[src/tsp_params.svh]
`ifndef TSP_PARAMS_SVH
`define TSP_PARAMS_SVH
// ==========================================================
// Register byte addresses
`define TSP_DATA_BASE 8'h00
`define TSP_CTRL_BASE 8'h0C
`define TSP_AUX_CTRL 8'h18
`define TSP_FAST_CNT 8'h1C
`define TSP_TM_RELOAD 8'h20
`define TSP_TM_COUNT 8'h24
`define TSP_PWR_CTRL 8'h28
`define TSP_BAUD_CFG 8'h2C
`define TSP_PORT_STEP 8'h04
// ==========================================================
// Serial control field positions
`define TSP_F_MODE_HI 7
`define TSP_F_MODE_LO 6
`define TSP_F_FILT 5
`define TSP_F_REN 4
`define TSP_F_TB8 3
`define TSP_F_RB8 2
`define TSP_F_TI 1
`define TSP_F_RI 0
`define TSP_CTRL_RESET 8'h00
// Other control fields
`define TSP_F_WIN_HI 7
`define TSP_F_WIN_LO 5
`define TSP_F_RUN0 0
`define TSP_F_RUN1 1
`define TSP_F_RUN2 3
`define TSP_F_DBL 7
`define TSP_F_QUAD 0
`define TSP_F_T2_LO 1
`define TSP_F_T2_HI 3
// ==========================================================
// Timing counts in clock cycles or ticks
`define TSP_MC_LAST 2'h2
`define TSP_M0_SUB_LAST 4'hB
`define TSP_M0_SUB_RISE 4'h6
`define TSP_M0_PH_LAST 4'h8
`define TSP_OS_LAST 4'hF
`define TSP_SMP_A 4'h7
`define TSP_SMP_B 4'h8
`define TSP_SMP_C 4'h9
`define TSP_BITS_8 4'hA
`define TSP_BITS_9 4'hB
`define TSP_LAST_8 4'h9
`define TSP_LAST_9 4'hA
`endif

[src/tsp_pkg.sv]
package tsp_pkg;
  // Operating modes of one port
  typedef enum logic [1:0] {TSP_SHIFT, TSP_UART8, TSP_UART9F, TSP_UART9T} tsp_mode_t;
  // Receiver sequencer states
  typedef enum logic {TSP_RX_IDLE, TSP_RX_FRAME} tsp_rx_state_t;
  // Pin drive of one port
  typedef struct packed {
    logic txd;
    logic rxd_o;
    logic rxd_oe;
  } tsp_pins_t;
  // APB request fields held by the master
  typedef struct packed {
    logic [7:0] paddr;
    logic pwrite;
    logic [31:0] pwdata;
  } tsp_apb_req_t;
endpackage

[src/tsp_serial_ports.sv]
// How it works
// - Data write transmits; read returns receive register
// - Receive double-buffered; unread byte blocks a newer one
// - Mode field picks shift, 8-bit, 9-bit modes
// - Filter suppresses bad frames; zero in shift mode
// - Hardware sets done flags; software clears them
// - Reception start condition depends on mode
// - Shift mode: data on rx pin, clock on tx
// - Shift mode: start after 4, end at 36
// - 8-bit frame: start, eight data, stop
// - 8-bit transmit bits aligned to baud rollovers
// - Falling edge starts; majority of samples 7-9
// - 8-bit acceptance needs clear flag and stop
// - 9-bit frame carries programmable ninth bit
// - 9-bit transmit ends at eleventh rollover
// - 9-bit acceptance needs clear flag and ninth
// - Fixed 9-bit rate: 1/64, 1/32, 1/16
// - Dedicated timer: 8-bit reload, machine cycles
// - Run bit starts timer feeding its port
// - Window select maps timers onto shared addresses
// - Fast-count bits select clock counting; upper zero
// - Baud source priority: dedicated, timer2, timer1
// - Doubling bit doubles timer1 derived rate
//
// The APB interface to the registers and the placing of the registers are this design's own decisions.
`include "tsp_params.svh"
`timescale 1ns/1ps
`default_nettype none
module tsp_serial_ports #(
  parameter int PORTS = 3
) (
  input wire logic clk,
  input wire logic rst,
  input wire logic psel,
  input wire logic penable,
  input wire tsp_pkg::tsp_apb_req_t apb_req,
  output logic [31:0] prdata,
  output logic pready,
  output logic pslverr,
  input wire logic t1_ovf,
  input wire logic t2_ovf,
  input wire logic [PORTS-1:0] rxd_i,
  output tsp_pkg::tsp_pins_t [PORTS-1:0] pins
);
  // ==========================================================
  // Helpers
  // Timer window code to port index, 3 when none
  function automatic logic [1:0] win_port(input logic [2:0] w);
    case (w)
      3'h1: win_port = 2'h0;
      3'h2: win_port = 2'h1;
      3'h4: win_port = 2'h2;
      default: win_port = 2'h3;
    endcase
  endfunction
  // Byte address of a per-port register
  function automatic logic [7:0] port_addr(input logic [7:0] base, input int p);
    port_addr = base + 8'(p) * `TSP_PORT_STEP;
  endfunction

  // ==========================================================
  // Storage
  logic [7:0] ctrl [PORTS]; // Serial control per port
  logic [7:0] rx_data [PORTS]; // Receive holding register
  logic [2:0] win; // Timer window select
  logic [2:0] baud_run; // Dedicated timer run bits
  logic [2:0] fast; // Fast-count bits
  logic dbl; // Baud doubling
  logic quad; // Baud quad select
  logic [2:0] use_t2; // Timer2 selected per port
  logic [7:0] tm_rel [PORTS]; // Timer reload bytes
  logic [7:0] tm_cnt [PORTS]; // Timer count bytes
  logic [2:0] tm_ovf; // Overflow pulses
  logic [1:0] mc_div; // Machine cycle divider
  logic [1:0] pre; // Fixed-rate prescaler
  logic t1_half; // Timer1 halving toggle
  logic [PORTS-1:0] s1, s2, s3, lvl; // Pin synchronisers
  logic [PORTS-1:0] tick; // Oversample tick
  logic [3:0] div16 [PORTS]; // Bit-period phase
  logic [PORTS-1:0] tx_pend, tx_busy;
  logic [10:0] tx_sh [PORTS];
  logic [3:0] tx_left [PORTS];
  logic [PORTS-1:0] m0_busy, m0_rx;
  logic [3:0] m0_ph [PORTS];
  logic [3:0] m0_sub [PORTS];
  logic [7:0] m0_sh [PORTS];
  tsp_pkg::tsp_rx_state_t rx_st [PORTS];
  logic [3:0] rx_t16 [PORTS];
  logic [3:0] rx_bit [PORTS];
  logic [8:0] rx_sh [PORTS];
  logic [PORTS-1:0] smp_a, smp_b;
  // Combinational events
  logic wr;
  logic mc_en;
  logic [PORTS-1:0] wr_data, wr_ctrl, wrap, maj, ti_set, ri_set, rx_abort, rb8_new;
  logic [7:0] data_new [PORTS];
  tsp_pkg::tsp_mode_t mode [PORTS];

  // ==========================================================
  // APB slave
  assign wr = psel && penable && pready && apb_req.pwrite;
  // One wait-free access: pready rises in the access phase
  always_ff @(posedge clk or posedge rst) begin
    if (rst) begin
      pready <= 1'b0;
    end else begin
      pready <= psel && !penable && !pready;
    end
  end
  // Read data and error latched at the setup edge
  always_ff @(posedge clk or posedge rst) begin
    if (rst) begin
      prdata <= 32'h0000_0000;
      pslverr <= 1'b0;
    end else if (psel && !penable) begin
      prdata <= 32'h0000_0000;
      pslverr <= 1'b0;
      case (apb_req.paddr)
        `TSP_AUX_CTRL: prdata[7:0] <= {win, 1'b0, baud_run[2], 1'b0, baud_run[1:0]};
        `TSP_FAST_CNT: prdata[7:0] <= {5'h00, fast}; // Upper nibble zero
        `TSP_TM_RELOAD: prdata[7:0] <= (win_port(win) < 2'(PORTS)) ? tm_rel[win_port(win)] : 8'h00;
        `TSP_TM_COUNT: prdata[7:0] <= (win_port(win) < 2'(PORTS)) ? tm_cnt[win_port(win)] : 8'h00;
        `TSP_PWR_CTRL: prdata[7:0] <= {dbl, 7'h00};
        `TSP_BAUD_CFG: prdata[7:0] <= {4'h0, use_t2, quad};
        default: begin
          pslverr <= 1'b1;
          for (int p = 0; p < PORTS; p++) begin
            if (apb_req.paddr == port_addr(`TSP_DATA_BASE, p)) begin
              pslverr <= 1'b0;
              prdata[7:0] <= rx_data[p]; // Separate receive register
            end
            if (apb_req.paddr == port_addr(`TSP_CTRL_BASE, p)) begin
              pslverr <= 1'b0;
              prdata[7:0] <= ctrl[p];
            end
          end
        end
      endcase
    end
  end
  // Shared control registers
  always_ff @(posedge clk or posedge rst) begin
    if (rst) begin
      win <= 3'h0;
      baud_run <= 3'h0;
      fast <= 3'h0;
      dbl <= 1'b0;
      quad <= 1'b0;
      use_t2 <= 3'h0;
    end else if (wr) begin
      case (apb_req.paddr)
        `TSP_AUX_CTRL: begin
          win <= apb_req.pwdata[`TSP_F_WIN_HI:`TSP_F_WIN_LO];
          baud_run <= {apb_req.pwdata[`TSP_F_RUN2], apb_req.pwdata[`TSP_F_RUN1],
                       apb_req.pwdata[`TSP_F_RUN0]};
        end
        `TSP_FAST_CNT: fast <= apb_req.pwdata[2:0]; // Upper bits dropped
        `TSP_PWR_CTRL: dbl <= apb_req.pwdata[`TSP_F_DBL];
        `TSP_BAUD_CFG: begin
          quad <= apb_req.pwdata[`TSP_F_QUAD];
          use_t2 <= apb_req.pwdata[`TSP_F_T2_HI:`TSP_F_T2_LO];
        end
        default: begin
        end
      endcase
    end
  end

  // ==========================================================
  // Baud timing
  assign mc_en = (mc_div == `TSP_MC_LAST);
  // Machine cycle divider, fixed-rate prescaler, timer1 halving
  always_ff @(posedge clk or posedge rst) begin
    if (rst) begin
      mc_div <= 2'h0;
      pre <= 2'h0;
      t1_half <= 1'b0;
    end else begin
      mc_div <= mc_en ? 2'h0 : mc_div + 2'h1; // Three clocks per machine cycle
      pre <= pre + 2'h1;
      if (t1_ovf) begin
        t1_half <= !t1_half;
      end
    end
  end
  // Dedicated 8-bit auto-reload timers
  always_ff @(posedge clk or posedge rst) begin
    if (rst) begin
      tm_ovf <= 3'h0;
      for (int p = 0; p < PORTS; p++) begin
        tm_rel[p] <= 8'h00;
        tm_cnt[p] <= 8'h00;
      end
    end else begin
      for (int p = 0; p < PORTS; p++) begin
        tm_ovf[p] <= 1'b0;
        if (wr && apb_req.paddr == `TSP_TM_RELOAD && win_port(win) == 2'(p)) begin
          tm_rel[p] <= apb_req.pwdata[7:0];
        end
        if (wr && apb_req.paddr == `TSP_TM_COUNT && win_port(win) == 2'(p)) begin
          tm_cnt[p] <= apb_req.pwdata[7:0];
        end else if (baud_run[p] && (fast[p] || mc_en)) begin
          if (tm_cnt[p] == 8'hFF) begin
            tm_cnt[p] <= tm_rel[p]; // Reload with overflow pulse
            tm_ovf[p] <= 1'b1;
          end else begin
            tm_cnt[p] <= tm_cnt[p] + 8'h01;
          end
        end
      end
    end
  end
  // Oversample tick per port and mode
  always_comb begin
    for (int p = 0; p < PORTS; p++) begin
      mode[p] = tsp_pkg::tsp_mode_t'(ctrl[p][`TSP_F_MODE_HI:`TSP_F_MODE_LO]);
      if (mode[p] == tsp_pkg::TSP_UART9F) begin
        case ({quad, dbl})
          2'h0: tick[p] = (pre == 2'h3);
          2'h3: tick[p] = 1'b1;
          default: tick[p] = pre[0];
        endcase
      end else if (baud_run[p]) begin
        tick[p] = tm_ovf[p]; // Dedicated timer wins
      end else if (use_t2[p]) begin
        tick[p] = t2_ovf;
      end else begin
        tick[p] = t1_ovf && (dbl || t1_half); // Doubling on timer1 and fixed-rate mode only
      end
      wrap[p] = tick[p] && (div16[p] == `TSP_OS_LAST);
    end
  end
  // Bit-period phase counters
  always_ff @(posedge clk or posedge rst) begin
    if (rst) begin
      for (int p = 0; p < PORTS; p++) begin
        div16[p] <= 4'h0;
      end
    end else begin
      for (int p = 0; p < PORTS; p++) begin
        if (tick[p]) begin
          div16[p] <= div16[p] + 4'h1;
        end
      end
    end
  end

  // ==========================================================
  // Receive pin synchronisers: a level counts once stages 2 and 3 agree
  always_ff @(posedge clk or posedge rst) begin
    if (rst) begin
      s1 <= '1;
      s2 <= '1;
      s3 <= '1;
      lvl <= '1;
    end else begin
      s1 <= rxd_i;
      s2 <= s1;
      s3 <= s2;
      for (int p = 0; p < PORTS; p++) begin
        if (s2[p] == s3[p]) begin
          lvl[p] <= s3[p];
        end
      end
    end
  end

  // ==========================================================
  // Event decode
  always_comb begin
    for (int p = 0; p < PORTS; p++) begin
      wr_data[p] = wr && apb_req.paddr == port_addr(`TSP_DATA_BASE, p);
      wr_ctrl[p] = wr && apb_req.paddr == port_addr(`TSP_CTRL_BASE, p);
      maj[p] = (smp_a[p] & smp_b[p]) | (smp_a[p] & lvl[p]) | (smp_b[p] & lvl[p]);
      ti_set[p] = (tx_busy[p] && wrap[p] && tx_left[p] == 4'h1)
        || (m0_busy[p] && !m0_rx[p] && m0_ph[p] == `TSP_M0_PH_LAST
            && m0_sub[p] == `TSP_M0_SUB_LAST);
      ri_set[p] = 1'b0;
      rx_abort[p] = 1'b0;
      rb8_new[p] = ctrl[p][`TSP_F_RB8];
      data_new[p] = rx_data[p];
      if (m0_busy[p] && m0_rx[p] && m0_ph[p] == `TSP_M0_PH_LAST
          && m0_sub[p] == `TSP_M0_SUB_LAST) begin
        ri_set[p] = 1'b1; // Shift-mode reception done
        data_new[p] = m0_sh[p];
      end else if (rx_st[p] == tsp_pkg::TSP_RX_FRAME && tick[p] && rx_t16[p] == `TSP_SMP_C) begin
        if (rx_bit[p] == 4'h0) begin
          rx_abort[p] = maj[p]; // False start bit
        end else if (mode[p] == tsp_pkg::TSP_UART8 && rx_bit[p] == `TSP_LAST_8) begin
          // Stop bit decides under the filter
          ri_set[p] = !ctrl[p][`TSP_F_RI] && (!ctrl[p][`TSP_F_FILT] || maj[p]);
          rb8_new[p] = ri_set[p] ? maj[p] : rb8_new[p];
          data_new[p] = ri_set[p] ? rx_sh[p][8:1] : rx_data[p];
        end else if (mode[p] != tsp_pkg::TSP_UART8 && rx_bit[p] == `TSP_LAST_9) begin
          // Ninth bit decides, stop ignored
          ri_set[p] = !ctrl[p][`TSP_F_RI] && (!ctrl[p][`TSP_F_FILT] || rx_sh[p][8]);
          rb8_new[p] = ri_set[p] ? rx_sh[p][8] : rb8_new[p];
          data_new[p] = ri_set[p] ? rx_sh[p][7:0] : rx_data[p];
        end
      end
    end
  end

  // ==========================================================
  // Serial control and receive holding registers
  always_ff @(posedge clk or posedge rst) begin
    if (rst) begin
      for (int p = 0; p < PORTS; p++) begin
        ctrl[p] <= `TSP_CTRL_RESET;
        rx_data[p] <= 8'h00;
      end
    end else begin
      for (int p = 0; p < PORTS; p++) begin
        if (wr_ctrl[p]) begin
          ctrl[p] <= apb_req.pwdata[7:0];
          if (apb_req.pwdata[`TSP_F_MODE_HI:`TSP_F_MODE_LO] == 2'h0) begin
            ctrl[p][`TSP_F_FILT] <= 1'b0; // Filter held low in shift mode
          end
        end
        if (ri_set[p]) begin
          ctrl[p][`TSP_F_RB8] <= rb8_new[p];
        end
        // Hardware set wins over a software clear
        ctrl[p][`TSP_F_TI] <= ti_set[p] || (wr_ctrl[p] ? apb_req.pwdata[`TSP_F_TI]
                                                       : ctrl[p][`TSP_F_TI]);
        ctrl[p][`TSP_F_RI] <= ri_set[p] || (wr_ctrl[p] ? apb_req.pwdata[`TSP_F_RI]
                                                       : ctrl[p][`TSP_F_RI]);
        rx_data[p] <= data_new[p]; // Updated only when a byte is accepted
      end
    end
  end

  // ==========================================================
  // Asynchronous transmitter
  always_ff @(posedge clk or posedge rst) begin
    if (rst) begin
      tx_pend <= '0;
      tx_busy <= '0;
      for (int p = 0; p < PORTS; p++) begin
        tx_sh[p] <= 11'h7FF;
        tx_left[p] <= 4'h0;
      end
    end else begin
      for (int p = 0; p < PORTS; p++) begin
        if (wr_data[p] && mode[p] != tsp_pkg::TSP_SHIFT) begin
          tx_pend[p] <= 1'b1; // Data write launches a frame
          tx_busy[p] <= 1'b0;
          if (mode[p] == tsp_pkg::TSP_UART8) begin
            tx_sh[p] <= {2'h3, apb_req.pwdata[7:0], 1'b0};
            tx_left[p] <= `TSP_BITS_8;
          end else begin
            tx_sh[p] <= {1'b1, ctrl[p][`TSP_F_TB8], apb_req.pwdata[7:0], 1'b0};
            tx_left[p] <= `TSP_BITS_9;
          end
        end else if (wrap[p] && tx_pend[p]) begin
          tx_pend[p] <= 1'b0; // Start bit begins on a rollover
          tx_busy[p] <= 1'b1;
        end else if (wrap[p] && tx_busy[p]) begin
          tx_sh[p] <= {1'b1, tx_sh[p][10:1]}; // LSB first
          tx_left[p] <= tx_left[p] - 4'h1;
          if (tx_left[p] == 4'h1) begin
            tx_busy[p] <= 1'b0;
          end
        end
      end
    end
  end

  // ==========================================================
  // Shift-register mode engine: 9 windows of 12 clocks
  always_ff @(posedge clk or posedge rst) begin
    if (rst) begin
      m0_busy <= '0;
      m0_rx <= '0;
      for (int p = 0; p < PORTS; p++) begin
        m0_ph[p] <= 4'h0;
        m0_sub[p] <= 4'h0;
        m0_sh[p] <= 8'h00;
      end
    end else begin
      for (int p = 0; p < PORTS; p++) begin
        if (wr_data[p] && mode[p] == tsp_pkg::TSP_SHIFT) begin
          m0_busy[p] <= 1'b1;
          m0_rx[p] <= 1'b0;
          m0_ph[p] <= 4'h0;
          m0_sub[p] <= 4'h0;
          m0_sh[p] <= apb_req.pwdata[7:0];
        end else if (!m0_busy[p] && mode[p] == tsp_pkg::TSP_SHIFT
                     && ctrl[p][`TSP_F_REN] && !ctrl[p][`TSP_F_RI]) begin
          m0_busy[p] <= 1'b1; // Receive enabled and flag clear
          m0_rx[p] <= 1'b1;
          m0_ph[p] <= 4'h0;
          m0_sub[p] <= 4'h0;
        end else if (m0_busy[p]) begin
          m0_sub[p] <= (m0_sub[p] == `TSP_M0_SUB_LAST) ? 4'h0 : m0_sub[p] + 4'h1;
          if (m0_sub[p] == `TSP_M0_SUB_LAST) begin
            m0_ph[p] <= m0_ph[p] + 4'h1; // Four machine cycles per window
            if (m0_ph[p] == `TSP_M0_PH_LAST) begin
              m0_busy[p] <= 1'b0; // Ends in machine cycle 36
            end
            if (!m0_rx[p] && m0_ph[p] != 4'h0) begin
              m0_sh[p] <= {1'b0, m0_sh[p][7:1]};
            end
          end
          if (m0_rx[p] && m0_ph[p] != 4'h0 && m0_sub[p] == `TSP_M0_SUB_RISE) begin
            m0_sh[p] <= {lvl[p], m0_sh[p][7:1]}; // Sampled at clock rise
          end
        end
      end
    end
  end

  // ==========================================================
  // Asynchronous receiver
  always_ff @(posedge clk or posedge rst) begin
    if (rst) begin
      smp_a <= '0;
      smp_b <= '0;
      for (int p = 0; p < PORTS; p++) begin
        rx_st[p] <= tsp_pkg::TSP_RX_IDLE;
        rx_t16[p] <= 4'h0;
        rx_bit[p] <= 4'h0;
        rx_sh[p] <= 9'h000;
      end
    end else begin
      for (int p = 0; p < PORTS; p++) begin
        case (rx_st[p])
          tsp_pkg::TSP_RX_IDLE: begin
            if (mode[p] != tsp_pkg::TSP_SHIFT && ctrl[p][`TSP_F_REN]
                && lvl[p] && !s2[p] && !s3[p]) begin
              rx_st[p] <= tsp_pkg::TSP_RX_FRAME; // Falling edge starts frame
              rx_t16[p] <= 4'h0;
              rx_bit[p] <= 4'h0;
            end
          end
          tsp_pkg::TSP_RX_FRAME: begin
            if (tick[p]) begin
              rx_t16[p] <= rx_t16[p] + 4'h1;
              if (rx_t16[p] == `TSP_SMP_A) begin
                smp_a[p] <= lvl[p];
              end
              if (rx_t16[p] == `TSP_SMP_B) begin
                smp_b[p] <= lvl[p];
              end
              if (rx_t16[p] == `TSP_SMP_C) begin
                if (rx_abort[p] || rx_bit[p] == ((mode[p] == tsp_pkg::TSP_UART8)
                    ? `TSP_LAST_8 : `TSP_LAST_9)) begin
                  rx_st[p] <= tsp_pkg::TSP_RX_IDLE;
                end else if (rx_bit[p] != 4'h0) begin
                  rx_sh[p] <= {maj[p], rx_sh[p][8:1]}; // LSB first
                end
              end
              if (rx_t16[p] == `TSP_OS_LAST) begin
                rx_bit[p] <= rx_bit[p] + 4'h1;
              end
            end
          end
          default: rx_st[p] <= tsp_pkg::TSP_RX_IDLE;
        endcase
      end
    end
  end

  // ==========================================================
  // Pin drive, registered
  always_ff @(posedge clk or posedge rst) begin
    if (rst) begin
      pins <= '1;
      for (int p = 0; p < PORTS; p++) begin
        pins[p].rxd_oe <= 1'b0;
      end
    end else begin
      for (int p = 0; p < PORTS; p++) begin
        if (mode[p] == tsp_pkg::TSP_SHIFT) begin
          // Shift clock low in first half of each data window
          pins[p].txd <= !(m0_busy[p] && m0_ph[p] != 4'h0 && m0_sub[p] < `TSP_M0_SUB_RISE);
          pins[p].rxd_o <= m0_sh[p][0];
          pins[p].rxd_oe <= m0_busy[p] && !m0_rx[p] && m0_ph[p] != 4'h0;
        end else begin
          pins[p].txd <= tx_busy[p] ? tx_sh[p][0] : 1'b1;
          pins[p].rxd_o <= 1'b1;
          pins[p].rxd_oe <= 1'b0;
        end
      end
    end
  end

  // ==========================================================
  // Checks on port 0
  chk_tx_launch: assert property (@(posedge clk) disable iff (rst)
    (wr_data[0] && mode[0] != tsp_pkg::TSP_SHIFT) |=> tx_pend[0])
    else $error("data write did not launch a frame");
  chk_ti_at_end: assert property (@(posedge clk) disable iff (rst)
    $fell(tx_busy[0]) |-> ctrl[0][`TSP_F_TI])
    else $error("transmit flag not set at frame end");
  chk_m0_length: assert property (@(posedge clk) disable iff (rst)
    $rose(m0_busy[0]) |-> ##107 m0_busy[0] ##1 !m0_busy[0])
    else $error("shift transfer not 36 machine cycles");
  chk_start_bit: assert property (@(posedge clk) disable iff (rst)
    $rose(tx_busy[0]) |=> !pins[0].txd)
    else $error("start bit not low");
  chk_filter_zero: assert property (@(posedge clk) disable iff (rst)
    mode[0] == tsp_pkg::TSP_SHIFT && !$past(wr_ctrl[0]) |-> !ctrl[0][`TSP_F_FILT])
    else $error("filter set in shift mode");
  chk_fast_upper: assert property (@(posedge clk) disable iff (rst)
    $past(psel && !penable && apb_req.paddr == `TSP_FAST_CNT) |-> prdata[7:3] == 5'h00)
    else $error("fast-count upper bits not zero");
  chk_tm_reload: assert property (@(posedge clk) disable iff (rst)
    tm_ovf[0] && !$past(wr) |-> tm_cnt[0] == $past(tm_rel[0]))
    else $error("timer not reloaded on overflow");
  chk_ri_cause: assert property (@(posedge clk) disable iff (rst)
    $rose(ctrl[0][`TSP_F_RI]) |-> $past(ri_set[0]) || $past(wr_ctrl[0]))
    else $error("receive flag set without accepted frame");
  chk_tx_gap: assert property (@(posedge clk) disable iff (rst)
    $rose(tx_busy[0]) |-> $past(wrap[0]))
    else $error("frame start not on rollover");
endmodule
`default_nettype wire

[config.mk]
export PLATFORM = sky130hd
export DESIGN_NAME = tsp_serial_ports
export DESIGN_NICKNAME = d
export VERILOG_FILES = /design/src/tsp_pkg.sv /design/src/tsp_serial_ports.sv
export VERILOG_INCLUDE_DIRS = /design/src /design/src/src
export SDC_FILE = /design/constraint.sdc
export NUM_CORES = 1
export LEC_CHECK = 0
export BUFFER_PORTS_ARGS = -buffer_cell sky130_fd_sc_hd__buf_2
export CAP_MARGIN = 25
export CORE_ASPECT_RATIO = 1.1
export CORE_UTILIZATION = 35
export CTS_CLUSTER_SIZE = 24
export DETAILED_ROUTE_END_ITERATION = 10
export SLEW_MARGIN = 10
export SYNTH_ARGS = -nofsm -noshare
export SYNTH_HDL_FRONTEND = slang
export SYNTH_SLANG_ARGS = --single-unit
[constraint.sdc]
create_clock -name clk -period 11.1 [get_ports clk]
set_input_delay 2.22 -clock clk [delete_from_list [all_inputs] [get_ports clk]]
set_output_delay 2.22 -clock clk [all_outputs]
set_load 0.005 [all_outputs]
==> impl_results.md <==
- Crit. End Element: register
- Final Cycle Share: 0.378
- Placed wire-length estimate: 30900 microns
- Synthesized area per cell: roughly 10 sq um
- Worst R2R End: tx_left[10]
- Final ANT Viol Nets: 0
- Yosys warns: 0
- Vias in the first global route: roughly 13000
- Largest net degree at the start of global routing: approximately 190
- Hold path endpoint: s2[1]
- Worst Hold Launch: s1[1]
- Ys flop type: dfrtp_1
- DR vias: between 10000 and 15000
- Unrepaired setup endpoints after global routing: false
- Worst-Skew Late Latency: approximately 0.56 ns
- Worst setup SP type: input port
- VDD IR max: 0.000113 V
- Cts bufs inserted: 38
- CTS tree: done
- Clock transition at path regs: 0.06 ns
- Total of max-cap violations: 0
- Most common cell after layout, fill and taps aside: dfrtp_1
- Post-synth EDFFs: 0
- CTS Root Cell: clkbuf_16
- Global route overflow: 0
- Final GP Congestion: approximately 0.92
- Fin. Hold Viols: 0
- Clk_skew: between 0.015 and 0.02 ns
- CTS sink count: roughly 320
- Data required, critical path: roughly 12 ns
- GRT Overall Usage: 0.178
- Starting Density: 0.355
- Core box area: between 0.04 and 0.05 sq mm
- Critical R2R Launch: dbl
- #FFs+latches synth: ~320
- Nets@finish: between 1500 and 2000
- Clk buf depth: 3
- Initial antenna violation count: 2
- Distinct cells, synth: 81
- Via density: 5.33
- Syn Inst Count: 1783
- Commonest non-fill, non-tap cells in the layout: dfrtp_1 (275), nand2_1 (217), nor2_1 (154)
- Wirelength per Cell: between 15 and 20 microns
- Setup CP Type: in -> reg
- Pins over their slew limit: 0
- First-pass GRT wire length: ~70000 microns
- Final Hold Slack: around 0.35 ns
- Drt drc: 0
- DRT iter0 DRCs: roughly 880
- Tmin final: about 4.2 ns
- Top cells by area, synth: dfrtp_1 (39%), dfstp_2 (7.2%), mux2_2 (6.8%), mux2i_1 (6.0%), nand2_1 (4.7%)
- Layout area overhead: 11.2%
- CP Max Fanout: 46
- Reg2Reg Depth: 8
- Post-synth ARST share: 1.00
- Post-CTS Hold Buffers: 0
- Class of the worst hold path: reg -> reg
- Number of setup buffers added after CTS: 0
- Leakage: about 8.4 nW
- # IOs: between 90 and 100
- F_max: roughly 0.24 GHz
- Status: complete, no violations
- Row Count: 85
- Top cell type by total area after synthesis: dfrtp_1
- Share of layout cells above drive strength 1: 0.166
- Drt total wl: between 40000 and 50000 microns
- Worst-Margin Slew: approximately 1.1 ns
- Slew HR: 0.296
- Setup TNS: 0 ns
- Yosys top cell area share: 0.394
- Reg2Reg Setup Slack: approximately 8.1 ns
- Setup-failing EPs final: 0
- H-Tree Depth: 2
- Post-synthesis sequential area ratio: 0.466
- Netlist Area Pre-Place: 0.0175 sq mm
- Die X: 215 microns
- Die Ht: 236 microns
- Post-CTS Resized: 0
- Worst hold path cell count: 0
- First-pass iteration count of the detailed router: 5
- Die ar.: 0.0508 sq mm
- Crit path arrival time: ~4.6 ns
- Pwr Density: ~160 mW/mm^2
- Port bufs: 44
-- worst max-delay path, stage by stage --
cell and delay [ns]:
buf_2 0.07, buf_4 0.45, nand2_1 0.58, o211ai_1 0.34, a32oi_1 0.18, a2111oi_0 0.61
a21oi_1 0.13
-- cells by family after synthesis --
kind of cell | count (synthesis) | synth area share
and+or+nand+nor | 628 | 0.179
AOI/OAI and AO/OA | 373 | 0.127
xor gates and xnor gates | 34 | 0.0171
other | 1 | 0.000215
buffers and inverters | 158 | 0.0424
muxes | 212 | 0.130
adders and majority gates | 54 | 0.0378
DFF | 323 | 0.466
-- cell usage after synthesis, drive strengths merged (16+ instances only) --
cell	number
nor2	163
ha	48
mux2i	104
a21oi	131
o21ai	119
mux2	107
nand2b	19
dfstp	48
buf	54
and3	19
dfrtp	275
nor3b	24
clkbuf	49
xnor2	20
inv	55
nor3	30
nand4	16
nand2	218
nand3	42
nor2b	18
-- metal layers --
metal	up-vias	wire [microns]	track usage
met2	260	21600	0.295
met5	-	17	0
met1	6568	20200	0.233
met4	2	1420	0.0621
met3	82	1760	0.0293
li1	6311	-	-
-- registers in the layout, indices dropped and copies added, names as in the netlist, 8 cells and up --
| signal | flops |
|---|---|
| tm_rel | 24 |
| tx_sh | 30 |
| rx_sh | 27 |
| ctrl | 24 |
| rx_bit | 12 |
| rx_t16 | 12 |
| tx_left | 12 |
| m0_sub | 12 |
| div16 | 12 |
| rx_data | 24 |
| prdata | 8 |
| m0_sh | 24 |
| tm_cnt | 24 |
| m0_ph | 12 |
| pins | 9 |
-- layout make-up --
type                    instances  area, sq um
diodes                          1         2.50
clock buffers                  59         1110
clock inverters                11          126
fillers                      4843        29700
inverters                      55          214
multi-input cells            1325         8670
flip-flops and latches        323         8140
well taps                     652          816
repair buffers                 56          327
-- how the worst max path moves through the flow --
stage                              to  slack [ns]        start  depth (start not counted)
after CTS                 tx_left[10]        6.96       t1_ovf                          7
after floorplan           baud_run[0]        0.02          rst                          1
after detailed placement    prdata[3]        6.36  apb_req[35]                          7
after global placement     tx_left[0]        6.38       t2_ovf                          7
final                       prdata[3]        6.91  apb_req[35]                          7
after global routing       tx_busy[1]        6.75  apb_req[35]                          7
-- where the power goes --
group | switching [mW] | internal (mW)
clock network | 0.509 | 0.738
logic | 0.247 | 0.203
registers | 0.134 | 1.31
total | 0.890 | 2.25
-- per-stage QoR --
step	power (mW)	instance area (sq um)	cells	util	worst slack (ns)
2_1_floorplan	1.79	17500	1806	-	0.0181
3_3_place_gp	1.90	18100	2407	0.369	6.38
3_5_place_dp	1.92	18100	2408	0.369	6.36
4_1_cts	3.18	19400	2478	0.395	6.96
5_1_grt	3.31	19400	2482	0.395	6.75
6_report	3.15	19400	2482	0.395	6.91
Note: power is estimated with default switching activity, not from simulation.
